### src/design/dfs_pkg.sv
// package: constants, offsets and types of the drive fault supervisor
package dfs_pkg;
	localparam int          DFS_ADDR_W       = 6;
	localparam int          DFS_TEMP_W       = 12;
	localparam int          DFS_VOLT_W       = 12;
	// ----------------------------------------------------------------
	// register byte offsets
	// ----------------------------------------------------------------
	localparam logic [5:0]  DFS_OFF_STATUS   = 6'h00;
	localparam logic [5:0]  DFS_OFF_CMD      = 6'h04;
	localparam logic [5:0]  DFS_OFF_TEMP     = 6'h08;
	localparam logic [5:0]  DFS_OFF_VOLT     = 6'h0C;
	localparam logic [5:0]  DFS_OFF_EVENT    = 6'h10;
	// ----------------------------------------------------------------
	// status word bit positions
	// ----------------------------------------------------------------
	localparam int          DFS_B_HALT       = 0;
	localparam int          DFS_B_TEMP_WARN  = 1;
	localparam int          DFS_B_TEMP_ERR   = 2;
	localparam int          DFS_B_CUR_FAULT  = 3;
	localparam int          DFS_B_SUP_WARN   = 4;
	localparam int          DFS_B_SUP_FAULT  = 5;
	localparam int          DFS_B_ACK_REJ    = 6;
	localparam int          DFS_B_MOVE_DENY  = 7;
	// command register bits
	localparam int          DFS_C_ACK        = 0;
	localparam int          DFS_C_MOVE       = 1;
	// ----------------------------------------------------------------
	// thresholds: temperature in 0.1 degC, voltage in 10 mV
	// ----------------------------------------------------------------
	localparam logic [11:0] DFS_TEMP_WARN_TH = 12'h0_28A; // 65.0 degC
	localparam logic [11:0] DFS_TEMP_ERR_TH  = 12'h0_2BC; // 70.0 degC
	localparam logic [11:0] DFS_V_LO_FAULT   = 12'h0_7D0; // 20.00 V
	localparam logic [11:0] DFS_V_LO_WARN    = 12'h0_898; // 22.00 V
	localparam logic [11:0] DFS_V_HI_WARN    = 12'h0_A28; // 26.00 V
	localparam logic [11:0] DFS_V_HI_FAULT   = 12'h0_AF0; // 28.00 V
	localparam logic [11:0] DFS_V_HYST       = 12'h0_032; // 0.50 V
	// sync reset level inside the allowed band, so no false fault
	localparam logic [11:0] DFS_VOLT_RST     = 12'h0_960; // 24.00 V
	// ----------------------------------------------------------------
	// timing
	// ----------------------------------------------------------------
	localparam int          DFS_CLK_MHZ      = 100;
	localparam int          DFS_BTN_HOLD_MS  = 5000;
	localparam longint      DFS_BTN_CYC      =
		longint'(DFS_BTN_HOLD_MS) * 1000 * DFS_CLK_MHZ;
	localparam int          DFS_BLINK_MS     = 250;
	localparam longint      DFS_BLINK_CYC    =
		longint'(DFS_BLINK_MS) * 1000 * DFS_CLK_MHZ;
	// supply zone and indicator codes
	typedef enum logic [1:0] {
		DFS_IND_OK,
		DFS_IND_WARN,
		DFS_IND_ERR
	} dfs_ind_t;
endpackage : dfs_pkg

### src/design/dfs_volt_zone.sv
// supply voltage classifier with hysteresis
`timescale 1ns/100ps
`default_nettype none
module dfs_volt_zone
	import dfs_pkg::*;
(
	input  wire logic                  aclk,
	input  wire logic                  aresetn,
	input  wire logic [DFS_VOLT_W-1:0] volt,
	input  wire logic                  supply_present,
	output logic                       warn,
	output logic                       fault,
	output logic                       in_range
);
	logic warn_reg;
	logic fault_reg;
	logic lo_f;
	logic hi_f;
	logic lo_w;
	logic hi_w;
	logic lo_f_clr;
	logic hi_f_clr;
	logic lo_w_clr;
	logic hi_w_clr;

	// set levels at thresholds, clear levels moved into the allowed band
	assign lo_f     = !supply_present || volt <= DFS_V_LO_FAULT;
	assign hi_f     = volt >= DFS_V_HI_FAULT;
	assign lo_w     = volt <= DFS_V_LO_WARN;
	assign hi_w     = volt >= DFS_V_HI_WARN;
	assign lo_f_clr = supply_present && volt > DFS_V_LO_FAULT + DFS_V_HYST;
	assign hi_f_clr = volt < DFS_V_HI_FAULT - DFS_V_HYST;
	assign lo_w_clr = volt > DFS_V_LO_WARN + DFS_V_HYST;
	assign hi_w_clr = volt < DFS_V_HI_WARN - DFS_V_HYST;

	// ----------------------------------------------------------------
	// zone flags, sticky inside the hysteresis band
	// ----------------------------------------------------------------
	always_ff @(posedge aclk) begin
		if (!aresetn) begin
			fault_reg <= 1'b0;
			warn_reg  <= 1'b0;
		end else begin
			if (lo_f || hi_f)
				fault_reg <= 1'b1;
			else if (lo_f_clr && hi_f_clr)
				fault_reg <= 1'b0;
			if (lo_w || hi_w)
				warn_reg <= 1'b1;
			else if (lo_w_clr && hi_w_clr)
				warn_reg <= 1'b0;
		end
	end

	assign fault    = fault_reg;
	assign warn     = warn_reg;
	assign in_range = !fault_reg;

	hyst_hold_a: assert property (@(posedge aclk) disable iff (!aresetn)
		(fault_reg && !lo_f && !hi_f && !(lo_f_clr && hi_f_clr))
		|=> fault_reg) else $error("fault left inside hysteresis band");
endmodule // dfs_volt_zone
`default_nettype wire

### src/design/dfs_supervisor.sv
// drive fault supervisor: thresholds, halt latch, axi4-lite slave
//
// Decided for this implementation: the placing of the registers and register access over AXI4-Lite.
`timescale 1ns/100ps
`default_nettype none
module dfs_supervisor
	import dfs_pkg::*;
#(
	parameter longint BTN_CYC   = DFS_BTN_CYC,
	parameter longint BLINK_CYC = DFS_BLINK_CYC
)(
	input  wire logic                  aclk,
	input  wire logic                  aresetn,
	// axi4-lite slave
	input  wire logic [DFS_ADDR_W-1:0] s_axi_awaddr,
	input  wire logic                  s_axi_awvalid,
	output logic                       s_axi_awready,
	input  wire logic [31:0]           s_axi_wdata,
	input  wire logic [3:0]            s_axi_wstrb,
	input  wire logic                  s_axi_wvalid,
	output logic                       s_axi_wready,
	output logic [1:0]                 s_axi_bresp,
	output logic                       s_axi_bvalid,
	input  wire logic                  s_axi_bready,
	input  wire logic [DFS_ADDR_W-1:0] s_axi_araddr,
	input  wire logic                  s_axi_arvalid,
	output logic                       s_axi_arready,
	output logic [31:0]                s_axi_rdata,
	output logic [1:0]                 s_axi_rresp,
	output logic                       s_axi_rvalid,
	input  wire logic                  s_axi_rready,
	// measurements and pins
	input  wire logic [DFS_TEMP_W-1:0] temp_in,
	input  wire logic [DFS_VOLT_W-1:0] volt_in,
	input  wire logic                  overload_in,
	input  wire logic                  supply_present_in,
	input  wire logic                  cfg_button_n,
	output logic                       power_stage_en,
	output logic                       position_ref_valid,
	output logic [1:0]                 status_indicator,
	output logic                       log_event,
	output logic [3:0]                 log_cause,
	output logic                       card_led,
	output logic                       factory_restore,
	output logic                       move_grant
);
	// counters are 40 bits wide; longer holds cannot be counted
	if (BTN_CYC < 1 || BLINK_CYC < 1 || BLINK_CYC > BTN_CYC ||
		BTN_CYC > 64'h0000_00FF_FFFF_FFFF) begin : g_bad_timing
		$error("dfs_supervisor: bad timing parameters");
	end

	// ----------------------------------------------------------------
	// input synchronisers
	// ----------------------------------------------------------------
	logic [DFS_TEMP_W-1:0] temp_s1_reg, temp_reg;
	logic [DFS_VOLT_W-1:0] volt_s1_reg, volt_reg;
	logic [2:0]            pin_s1_reg, pin_reg;

	always_ff @(posedge aclk) begin
		if (!aresetn) begin
			temp_s1_reg <= '0;
			temp_reg    <= '0;
			volt_s1_reg <= DFS_VOLT_RST;
			volt_reg    <= DFS_VOLT_RST;
			pin_s1_reg  <= 3'h3;
			pin_reg     <= 3'h3;
		end else begin
			temp_s1_reg <= temp_in;
			temp_reg    <= temp_s1_reg;
			volt_s1_reg <= volt_in;
			volt_reg    <= volt_s1_reg;
			pin_s1_reg  <= {overload_in, supply_present_in, cfg_button_n};
			pin_reg     <= pin_s1_reg;
		end
	end

	logic overload;
	logic supply_ok;
	logic btn_held;
	assign overload  = pin_reg[2];
	assign supply_ok = pin_reg[1];
	assign btn_held  = !pin_reg[0];

	// ----------------------------------------------------------------
	// supply classification
	// ----------------------------------------------------------------
	logic sup_warn;
	logic sup_fault;
	logic sup_in_range;

	dfs_volt_zone u_zone (
		.aclk           (aclk),
		.aresetn        (aresetn),
		.volt           (volt_reg),
		.supply_present (supply_ok),
		.warn           (sup_warn),
		.fault          (sup_fault),
		.in_range       (sup_in_range)
	);

	// ----------------------------------------------------------------
	// fault latches and halt
	// ----------------------------------------------------------------
	logic temp_warn;
	logic temp_hot;
	logic temp_err_reg;
	logic cur_fault_reg;
	logic volt_fault_reg;
	logic halt_reg;
	logic ack_rej_reg;
	logic ack_cmd;
	logic move_cmd;
	logic ack_ok;

	assign temp_warn = temp_reg > DFS_TEMP_WARN_TH;
	assign temp_hot  = temp_reg >= DFS_TEMP_ERR_TH;
	// acknowledge only when every active source has gone
	assign ack_ok    = !temp_hot && !overload && sup_in_range;

	always_ff @(posedge aclk) begin
		if (!aresetn) begin
			temp_err_reg   <= 1'b0;
			cur_fault_reg  <= 1'b0;
			volt_fault_reg <= 1'b0;
			halt_reg       <= 1'b0;
			ack_rej_reg    <= 1'b0;
		end else begin
			// onsets win over an acknowledge in the same cycle
			if (ack_cmd && ack_ok) begin
				temp_err_reg   <= 1'b0;
				cur_fault_reg  <= 1'b0;
				volt_fault_reg <= 1'b0;
				halt_reg       <= 1'b0;
				ack_rej_reg    <= 1'b0;
			end else if (ack_cmd) begin
				ack_rej_reg <= 1'b1;
			end
			if (temp_hot) begin
				temp_err_reg <= 1'b1;
				halt_reg     <= 1'b1;
			end
			if (overload) begin
				cur_fault_reg <= 1'b1;
				halt_reg      <= 1'b1;
			end
			if (sup_fault) begin
				volt_fault_reg <= 1'b1;
				halt_reg       <= 1'b1;
			end
		end
	end

	// drive power off during halt; position reference kept
	assign power_stage_en     = !halt_reg;
	assign position_ref_valid = 1'b1;

	// ----------------------------------------------------------------
	// indicator and log events
	// ----------------------------------------------------------------
	logic [1:0] ind_reg;
	logic       twarn_d_reg;
	logic       thot_d_reg;
	logic       ovl_d_reg;
	logic       log_reg;
	logic [3:0] cause_reg;
	logic [3:0] onset;

	assign onset = {1'b0, overload && !ovl_d_reg,
		temp_hot && !thot_d_reg, temp_warn && !twarn_d_reg};

	always_ff @(posedge aclk) begin
		if (!aresetn) begin
			ind_reg     <= DFS_IND_OK;
			twarn_d_reg <= 1'b0;
			thot_d_reg  <= 1'b0;
			ovl_d_reg   <= 1'b0;
			log_reg     <= 1'b0;
			cause_reg   <= 4'h0;
		end else begin
			if (sup_fault)
				ind_reg <= DFS_IND_ERR;
			else if (sup_warn)
				ind_reg <= DFS_IND_WARN;
			else
				ind_reg <= DFS_IND_OK;
			twarn_d_reg <= temp_warn;
			thot_d_reg  <= temp_hot;
			ovl_d_reg   <= overload;
			log_reg     <= |onset;
			cause_reg   <= onset;
		end
	end

	assign status_indicator = ind_reg;
	assign log_event        = log_reg;
	assign log_cause        = cause_reg;

	// ----------------------------------------------------------------
	// configuration reset button
	// ----------------------------------------------------------------
	logic [39:0] btn_cnt_reg;
	logic [39:0] blink_cnt_reg;
	logic        led_reg;
	logic        restore_reg;

	always_ff @(posedge aclk) begin
		if (!aresetn) begin
			btn_cnt_reg   <= '0;
			blink_cnt_reg <= '0;
			led_reg       <= 1'b0;
			restore_reg   <= 1'b0;
		end else begin
			restore_reg <= 1'b0;
			if (!btn_held) begin
				btn_cnt_reg   <= '0;
				blink_cnt_reg <= '0;
				led_reg       <= 1'b0;
			end else begin
				if (btn_cnt_reg == 40'(BTN_CYC - 1))
					restore_reg <= 1'b1;
				if (btn_cnt_reg != 40'(BTN_CYC))
					btn_cnt_reg <= btn_cnt_reg + 40'h1;
				if (blink_cnt_reg == 40'(BLINK_CYC - 1)) begin
					blink_cnt_reg <= '0;
					led_reg       <= !led_reg;
				end else begin
					blink_cnt_reg <= blink_cnt_reg + 40'h1;
				end
			end
		end
	end

	assign card_led        = led_reg;
	assign factory_restore = restore_reg;

	// ----------------------------------------------------------------
	// axi4-lite slave
	// ----------------------------------------------------------------
	logic [DFS_ADDR_W-1:0] aw_reg;
	logic                  aw_have_reg;
	logic [31:0]           w_reg;
	logic                  w_have_reg;
	logic                  bvalid_reg;
	logic [1:0]            bresp_reg;
	logic                  rvalid_reg;
	logic [31:0]           rdata_reg;
	logic [1:0]            rresp_reg;
	logic                  deny_reg;
	logic                  grant_reg;
	logic                  do_wr;
	logic [31:0]           status_word;

	assign s_axi_awready = !aw_have_reg && !bvalid_reg;
	assign s_axi_wready  = !w_have_reg && !bvalid_reg;
	assign s_axi_arready = !rvalid_reg;
	assign do_wr         = aw_have_reg && w_have_reg && !bvalid_reg;
	assign ack_cmd  = do_wr && aw_reg == DFS_OFF_CMD && w_reg[DFS_C_ACK];
	assign move_cmd = do_wr && aw_reg == DFS_OFF_CMD && w_reg[DFS_C_MOVE];

	always_comb begin
		status_word                  = '0;
		status_word[DFS_B_HALT]      = halt_reg;
		status_word[DFS_B_TEMP_WARN] = temp_warn;
		status_word[DFS_B_TEMP_ERR]  = temp_err_reg;
		status_word[DFS_B_CUR_FAULT] = cur_fault_reg;
		status_word[DFS_B_SUP_WARN]  = sup_warn;
		status_word[DFS_B_SUP_FAULT] = volt_fault_reg;
		status_word[DFS_B_ACK_REJ]   = ack_rej_reg;
		status_word[DFS_B_MOVE_DENY] = deny_reg;
	end

	always_ff @(posedge aclk) begin
		if (!aresetn) begin
			aw_have_reg <= 1'b0;
			w_have_reg  <= 1'b0;
			aw_reg      <= '0;
			w_reg       <= '0;
			bvalid_reg  <= 1'b0;
			bresp_reg   <= 2'h0;
			deny_reg    <= 1'b0;
			grant_reg   <= 1'b0;
		end else begin
			grant_reg <= 1'b0;
			if (s_axi_awvalid && s_axi_awready) begin
				aw_have_reg <= 1'b1;
				aw_reg      <= s_axi_awaddr;
			end
			if (s_axi_wvalid && s_axi_wready) begin
				w_have_reg <= 1'b1;
				w_reg      <= s_axi_wdata & {{8{s_axi_wstrb[3]}},
					{8{s_axi_wstrb[2]}}, {8{s_axi_wstrb[1]}},
					{8{s_axi_wstrb[0]}}};
			end
			if (do_wr) begin
				aw_have_reg <= 1'b0;
				w_have_reg  <= 1'b0;
				bvalid_reg  <= 1'b1;
				bresp_reg   <= (aw_reg == DFS_OFF_CMD) ? 2'h0 : 2'h2;
				if (move_cmd) begin
					deny_reg  <= halt_reg;
					grant_reg <= !halt_reg;
				end
			end else if (bvalid_reg && s_axi_bready) begin
				bvalid_reg <= 1'b0;
			end
		end
	end

	always_ff @(posedge aclk) begin
		if (!aresetn) begin
			rvalid_reg <= 1'b0;
			rdata_reg  <= '0;
			rresp_reg  <= 2'h0;
		end else if (s_axi_arvalid && s_axi_arready) begin
			rvalid_reg <= 1'b1;
			rresp_reg  <= 2'h0;
			case (s_axi_araddr)
				DFS_OFF_STATUS: rdata_reg <= status_word;
				DFS_OFF_CMD:    rdata_reg <= '0;
				DFS_OFF_TEMP:   rdata_reg <= {20'h0_0000, temp_reg};
				DFS_OFF_VOLT:   rdata_reg <= {20'h0_0000, volt_reg};
				DFS_OFF_EVENT:  rdata_reg <= {28'h000_0000, cause_reg};
				default: begin
					rdata_reg <= '0;
					rresp_reg <= 2'h2;
				end
			endcase
		end else if (rvalid_reg && s_axi_rready) begin
			rvalid_reg <= 1'b0;
		end
	end

	assign s_axi_bvalid = bvalid_reg;
	assign s_axi_bresp  = bresp_reg;
	assign s_axi_rvalid = rvalid_reg;
	assign s_axi_rdata  = rdata_reg;
	assign s_axi_rresp  = rresp_reg;
	assign move_grant   = grant_reg;

	// ----------------------------------------------------------------
	// checks
	// ----------------------------------------------------------------
	halt_power_a: assert property (@(posedge aclk) disable iff (!aresetn)
		halt_reg |-> !power_stage_en) else $error("power on in halt");
	temp_halt_a: assert property (@(posedge aclk) disable iff (!aresetn)
		temp_hot |=> halt_reg && temp_err_reg) else $error("no temp halt");
	temp_hold_a: assert property (@(posedge aclk) disable iff (!aresetn)
		temp_err_reg && !ack_cmd |=> temp_err_reg) else $error("temp cleared");
	ack_refuse_a: assert property (@(posedge aclk) disable iff (!aresetn)
		ack_cmd && (temp_hot || overload) |=> halt_reg) else $error("ack taken");
	cur_fault_a: assert property (@(posedge aclk) disable iff (!aresetn)
		overload |=> cur_fault_reg && halt_reg) else $error("no cur fault");
	volt_ack_a: assert property (@(posedge aclk) disable iff (!aresetn)
		ack_cmd && !sup_in_range |=> volt_fault_reg) else $error("volt ack");
	log_pulse_a: assert property (@(posedge aclk) disable iff (!aresetn)
		$rose(overload) |=> log_event ##1 !log_event || $rose(overload))
		else $error("no log pulse");
	move_deny_a: assert property (@(posedge aclk) disable iff (!aresetn)
		move_cmd && halt_reg |=> deny_reg && !move_grant)
		else $error("move in halt");
	ind_err_a: assert property (@(posedge aclk) disable iff (!aresetn)
		sup_fault |=> status_indicator == DFS_IND_ERR) else $error("ind");
endmodule // dfs_supervisor
`default_nettype wire

### config.mk
export PLATFORM = sky130hd
export DESIGN_NAME = dfs_supervisor
export DESIGN_NICKNAME = d
export VERILOG_FILES = /design/src/design/dfs_pkg.sv /design/src/design/dfs_volt_zone.sv /design/src/design/dfs_supervisor.sv
export SDC_FILE = /design/constraint.sdc
export NUM_CORES = 1
export LEC_CHECK = 0
export ABC_AREA = 1
export BUFFER_PORTS_ARGS = -buffer_cell sky130_fd_sc_hd__buf_2
export CORE_MARGIN = 2
export CORE_UTILIZATION = 25
export CTS_CLUSTER_SIZE = 14
export DETAILED_ROUTE_END_ITERATION = 12
export SKIP_LAST_GASP = 1
export SLEW_MARGIN = 20
export SYNTH_ARGS = -nofsm -noshare
export SYNTH_HDL_FRONTEND = slang
export SYNTH_SLANG_ARGS = --single-unit
### constraint.sdc
create_clock -name aclk -period 4.3 [get_ports aclk]
set_input_delay 1.29 -clock aclk [delete_from_list [all_inputs] [get_ports aclk]]
set_output_delay 1.29 -clock aclk [all_outputs]
set_load 0.02 [all_outputs]
==> run summary <==
The mean instance size in the synthesized netlist came out at about 6.7 um^2. The startpoint of the most critical hold path is volt_s1_reg[8]. The number of library cell types mapped by synthesis came out at 36.

Setup repair after global routing left no endpoint under its margin. The via total after detailed routing came out at 7669. The sequential cell area fraction in the yosys report is between 40% and 50%.

Clock latency on the worst-skew pair, taken at its later pin, is about 430 ps. The leakage power of the design is 3.73 nW. The number of sinks driven by the clock tree came out at 180.

The worst register-to-register path ends at btn_cnt_reg[16]. The boundary pin count is ~140. The CTS root buffer is sky130_fd_sc_hd__clkbuf_16. The overall power of the completed layout came out at between 3 and 4 mW.

The top cell type by total area after synthesis is sky130_fd_sc_hd__dfxtp_1. The hold violation total from the final report came out at 0. The internal power came out at roughly 2.6 mW. The clock passes through at most 2 buffers. The via count of the first global-routing pass is 7288. Along the worst path, the maximum fanout reaches 40. The detail-routed net length per standard cell is 11.9 um. The estimated wirelength of the detail-placed design came out at around 16000 um. In the synthesized netlist the dominant register cell turns out to be sky130_fd_sc_hd__dfxtp_1.

The core region is 32700 um^2. The die area is 34800 um^2. The post-route netlist has between 10% and 20% of its cells at a drive strength greater than 1. The worst hold-check path type is reg -> reg. After detailed routing, the number of vias per cell comes to 4.34. The final period utilization came out at a little over two thirds. The clock buffer count from CTS came out at 17. The number of synthesized register bits came out at 180. STA classifies the critical path endpoint as a flip-flop. The arrival time at the worst endpoint came out at 3280 ps. The proportion of power drawn by the clock network came out at 45.2%. The top achievable clock speed came out at between 300 and 400 MHz.

At the end of the flow, the number of nets in the layout was 1397. The pre-antenna-repair detailed-routing pass consisted of 5 iterations. The required time reported for the critical path endpoint came out at 4600 ps. STA classifies the critical path startpoint as a primary input. The number of enable flip-flop cells after synthesis is 0. The total of warnings raised by yosys came out at 0. For the worst flop-to-flop path, the logic depth is 7.

Buffers inserted to repair hold after CTS numbered 0. After clock tree synthesis, the clock-pin slew on the worst setup and hold paths is 80 ps. After floorplanning, the core was divided into 66 placement rows. The final worst-path setup slack is 1310 ps. The combinational share of power is roughly 5.2%. The worst setup slack for register-to-register paths came out at ~2200 ps. The H-tree depth reported by CTS came out at 4.

The final critical path time including I/O delays and setup is 2990 ps. Per report_power, the sequential group accounts for ~50% of the total. The initial standard-cell utilization of the core is 25.5%. After global routing the overflow that remains totals 0. The post-synthesis instance area came out at 8340 um^2. The initial antenna violation count was 0.

The hold-critical path depth is 1. The number of antenna diodes in the final layout is 0. The hold slack came out at 416 ps.

The number of buffers inserted by post-CTS setup repair is 0. In this run the critical register-to-register path is launched from btn_cnt_reg[0]. The worst slew margin relative to its limit came out at a little under three fifths. Yosys attributes the largest share of cell area to sky130_fd_sc_hd__dfxtp_1, sky130_fd_sc_hd__nand2_1, sky130_fd_sc_hd__nor2_1. The worst hold path terminates at volt_reg[8]. The most common cell in the synthesized netlist is sky130_fd_sc_hd__nand2_1.

The flow ran to the end, and the final reports show no timing, DRC or antenna violations. The y dimension of the die is between 150 and 200 um. The total of max-cap violations came out at 0. The number of DRC markers in iteration 0 is about 470. Synthesis produced a netlist whose cell count is 1237. The die is ~190 um wide. The share of Yosys cell area claimed by the top area cell type came out at a little over two fifths. The number of port buffers is 77. The clock tree from TritonCTS is yes. The post-cts resize count came out at 0. After detailed routing, the total wire length is 21000 um. The wire length of the first global-routing pass came out at 34600 um.

The count of nets left with antenna violations once routing finished came out at 0. The worst voltage drop across the vdd grid is 0.000169 V. The pin count of the biggest net entering global routing came out at 62. The total negative setup slack is 0 ps. The final-report max-slew violation count is 0. The worst-margin pin slew came out at approximately 660 ps. After synthesis, the share of flip-flops with an asynchronous set or reset is 0%. The setup clock skew after layout came out at about 13 ps.

Counting instances in the post-synthesis netlist gives the leading cell types as sky130_fd_sc_hd__nand2_1, sky130_fd_sc_hd__nor2_1, sky130_fd_sc_hd__dfxtp_1. The post-synthesis to final-layout area growth came out at 16.1%. The total routing usage reported by global routing came out at 12.1%. The number of endpoints failing setup at the final stage came out at 0. The power density normalized to cell area came out at 361 nW/um^2. OpenSTA, run right after detailed placement, puts the worst setup slack at around 800 ps.

The final weighted congestion of routability-driven global placement came out at 0.923. In the routed design, unresolved DRC markers number 0. The switching power share of the total came out at ~25%. The power dissipated by switching net loads is 882 uW. The critical path is of the in -> reg type.
==> worst max-delay path, cell delays in order <==
cell and delay [ps]:
sky130_fd_sc_hd__buf_2 110, sky130_fd_sc_hd__inv_2 40, sky130_fd_sc_hd__buf_4 320, sky130_fd_sc_hd__or2_2 540, sky130_fd_sc_hd__clkinv_2 400, sky130_fd_sc_hd__nand2_4 470
sky130_fd_sc_hd__nor2_1 100
==> cells in the final DEF (no fill, tap or decap), drive strengths merged, types with 3 or more instances in the layout <==
| cell | Yosys | routed |
|---|---|---|
| nor2 | 197 | 197 |
| o22ai | 3 | 3 |
| o21ai | 39 | 39 |
| nor3 | 42 | 42 |
| inv | 156 | 164 |
| dfxtp | 180 | 180 |
| clkbuf | 14 | 19 |
| nand2 | 338 | 338 |
| or2 | 23 | 23 |
| a21oi | 77 | 77 |
| buf | 32 | 80 |
| conb | 2 | 24 |
| nor4 | 3 | 3 |
| nand4 | 29 | 29 |
| o211ai | 4 | 4 |
| xnor2 | 6 | 6 |
| ha | 3 | 3 |
| clkinv | 1 | 4 |
| xor2 | 14 | 14 |
| nand3 | 65 | 65 |
==> per-layer routing <==
layer	GRT usage [%]	wire length (um)	vias up
met5	0	0	-
met4	3.94	310	0
met3	1.39	858	24
met2	20.1	9640	163
met1	16.2	10200	3483
li1	-	-	3999
==> stage by stage <==
step / cell area, um^2 / utilization [%] / std cells
4_1_cts: 9690 / 29.6 / 1767
6_report: 9690 / 29.6 / 1767
3_5_place_dp: 9090 / 27.8 / 1735
2_1_floorplan: 8420 / - / 1259
5_1_grt: 9690 / 29.6 / 1767
3_3_place_gp: 9090 / 27.8 / 1735
==> worst max-delay path by stage <==
stage | startpoint | to | cells after the start
after CTS | aresetn | blink_cnt_reg[24] | 7
final | aresetn | blink_cnt_reg[24] | 7
after detailed placement | aresetn | blink_cnt_reg[24] | 7
after global placement | aresetn | blink_cnt_reg[13] | 7
after global routing | aresetn | blink_cnt_reg[24] | 7
after floorplan | aresetn | factory_restore | 9
==> cell families after synthesis <==
family / count (synthesis) / share of synthesized area, %
compound gates: 128 / 7.96
xor+xnor: 20 / 2.10
other cells: 2 / 0.0900
buf+inv: 203 / 10.6
fa+ha+maj: 3 / 0.450
flops: 180 / 43.2
simple gates: 701 / 35.6
==> cell type report <==
type | instances | area [um^2]
Tap cell | 442 | 553
Clock inverter | 13 | 156
Sequential cell | 180 | 3600
Inverter | 157 | 591
Multi-Input combinational cell | 876 | 3930
Timing Repair Buffer | 80 | 408
Clock buffer | 19 | 443
Fill cell | 3678 | 23000
==> power by group through the flow <==
stage	clock network, mW	logic, mW	registers, mW
detailed placement	0	0.184	1.78
finish	1.58	0.182	1.74
global route	1.70	0.206	1.74
floorplan	0	0.135	1.78
global placement	0	0.182	1.78
CTS	1.64	0.184	1.74
Note: power is estimated with default switching activity, not from simulation.
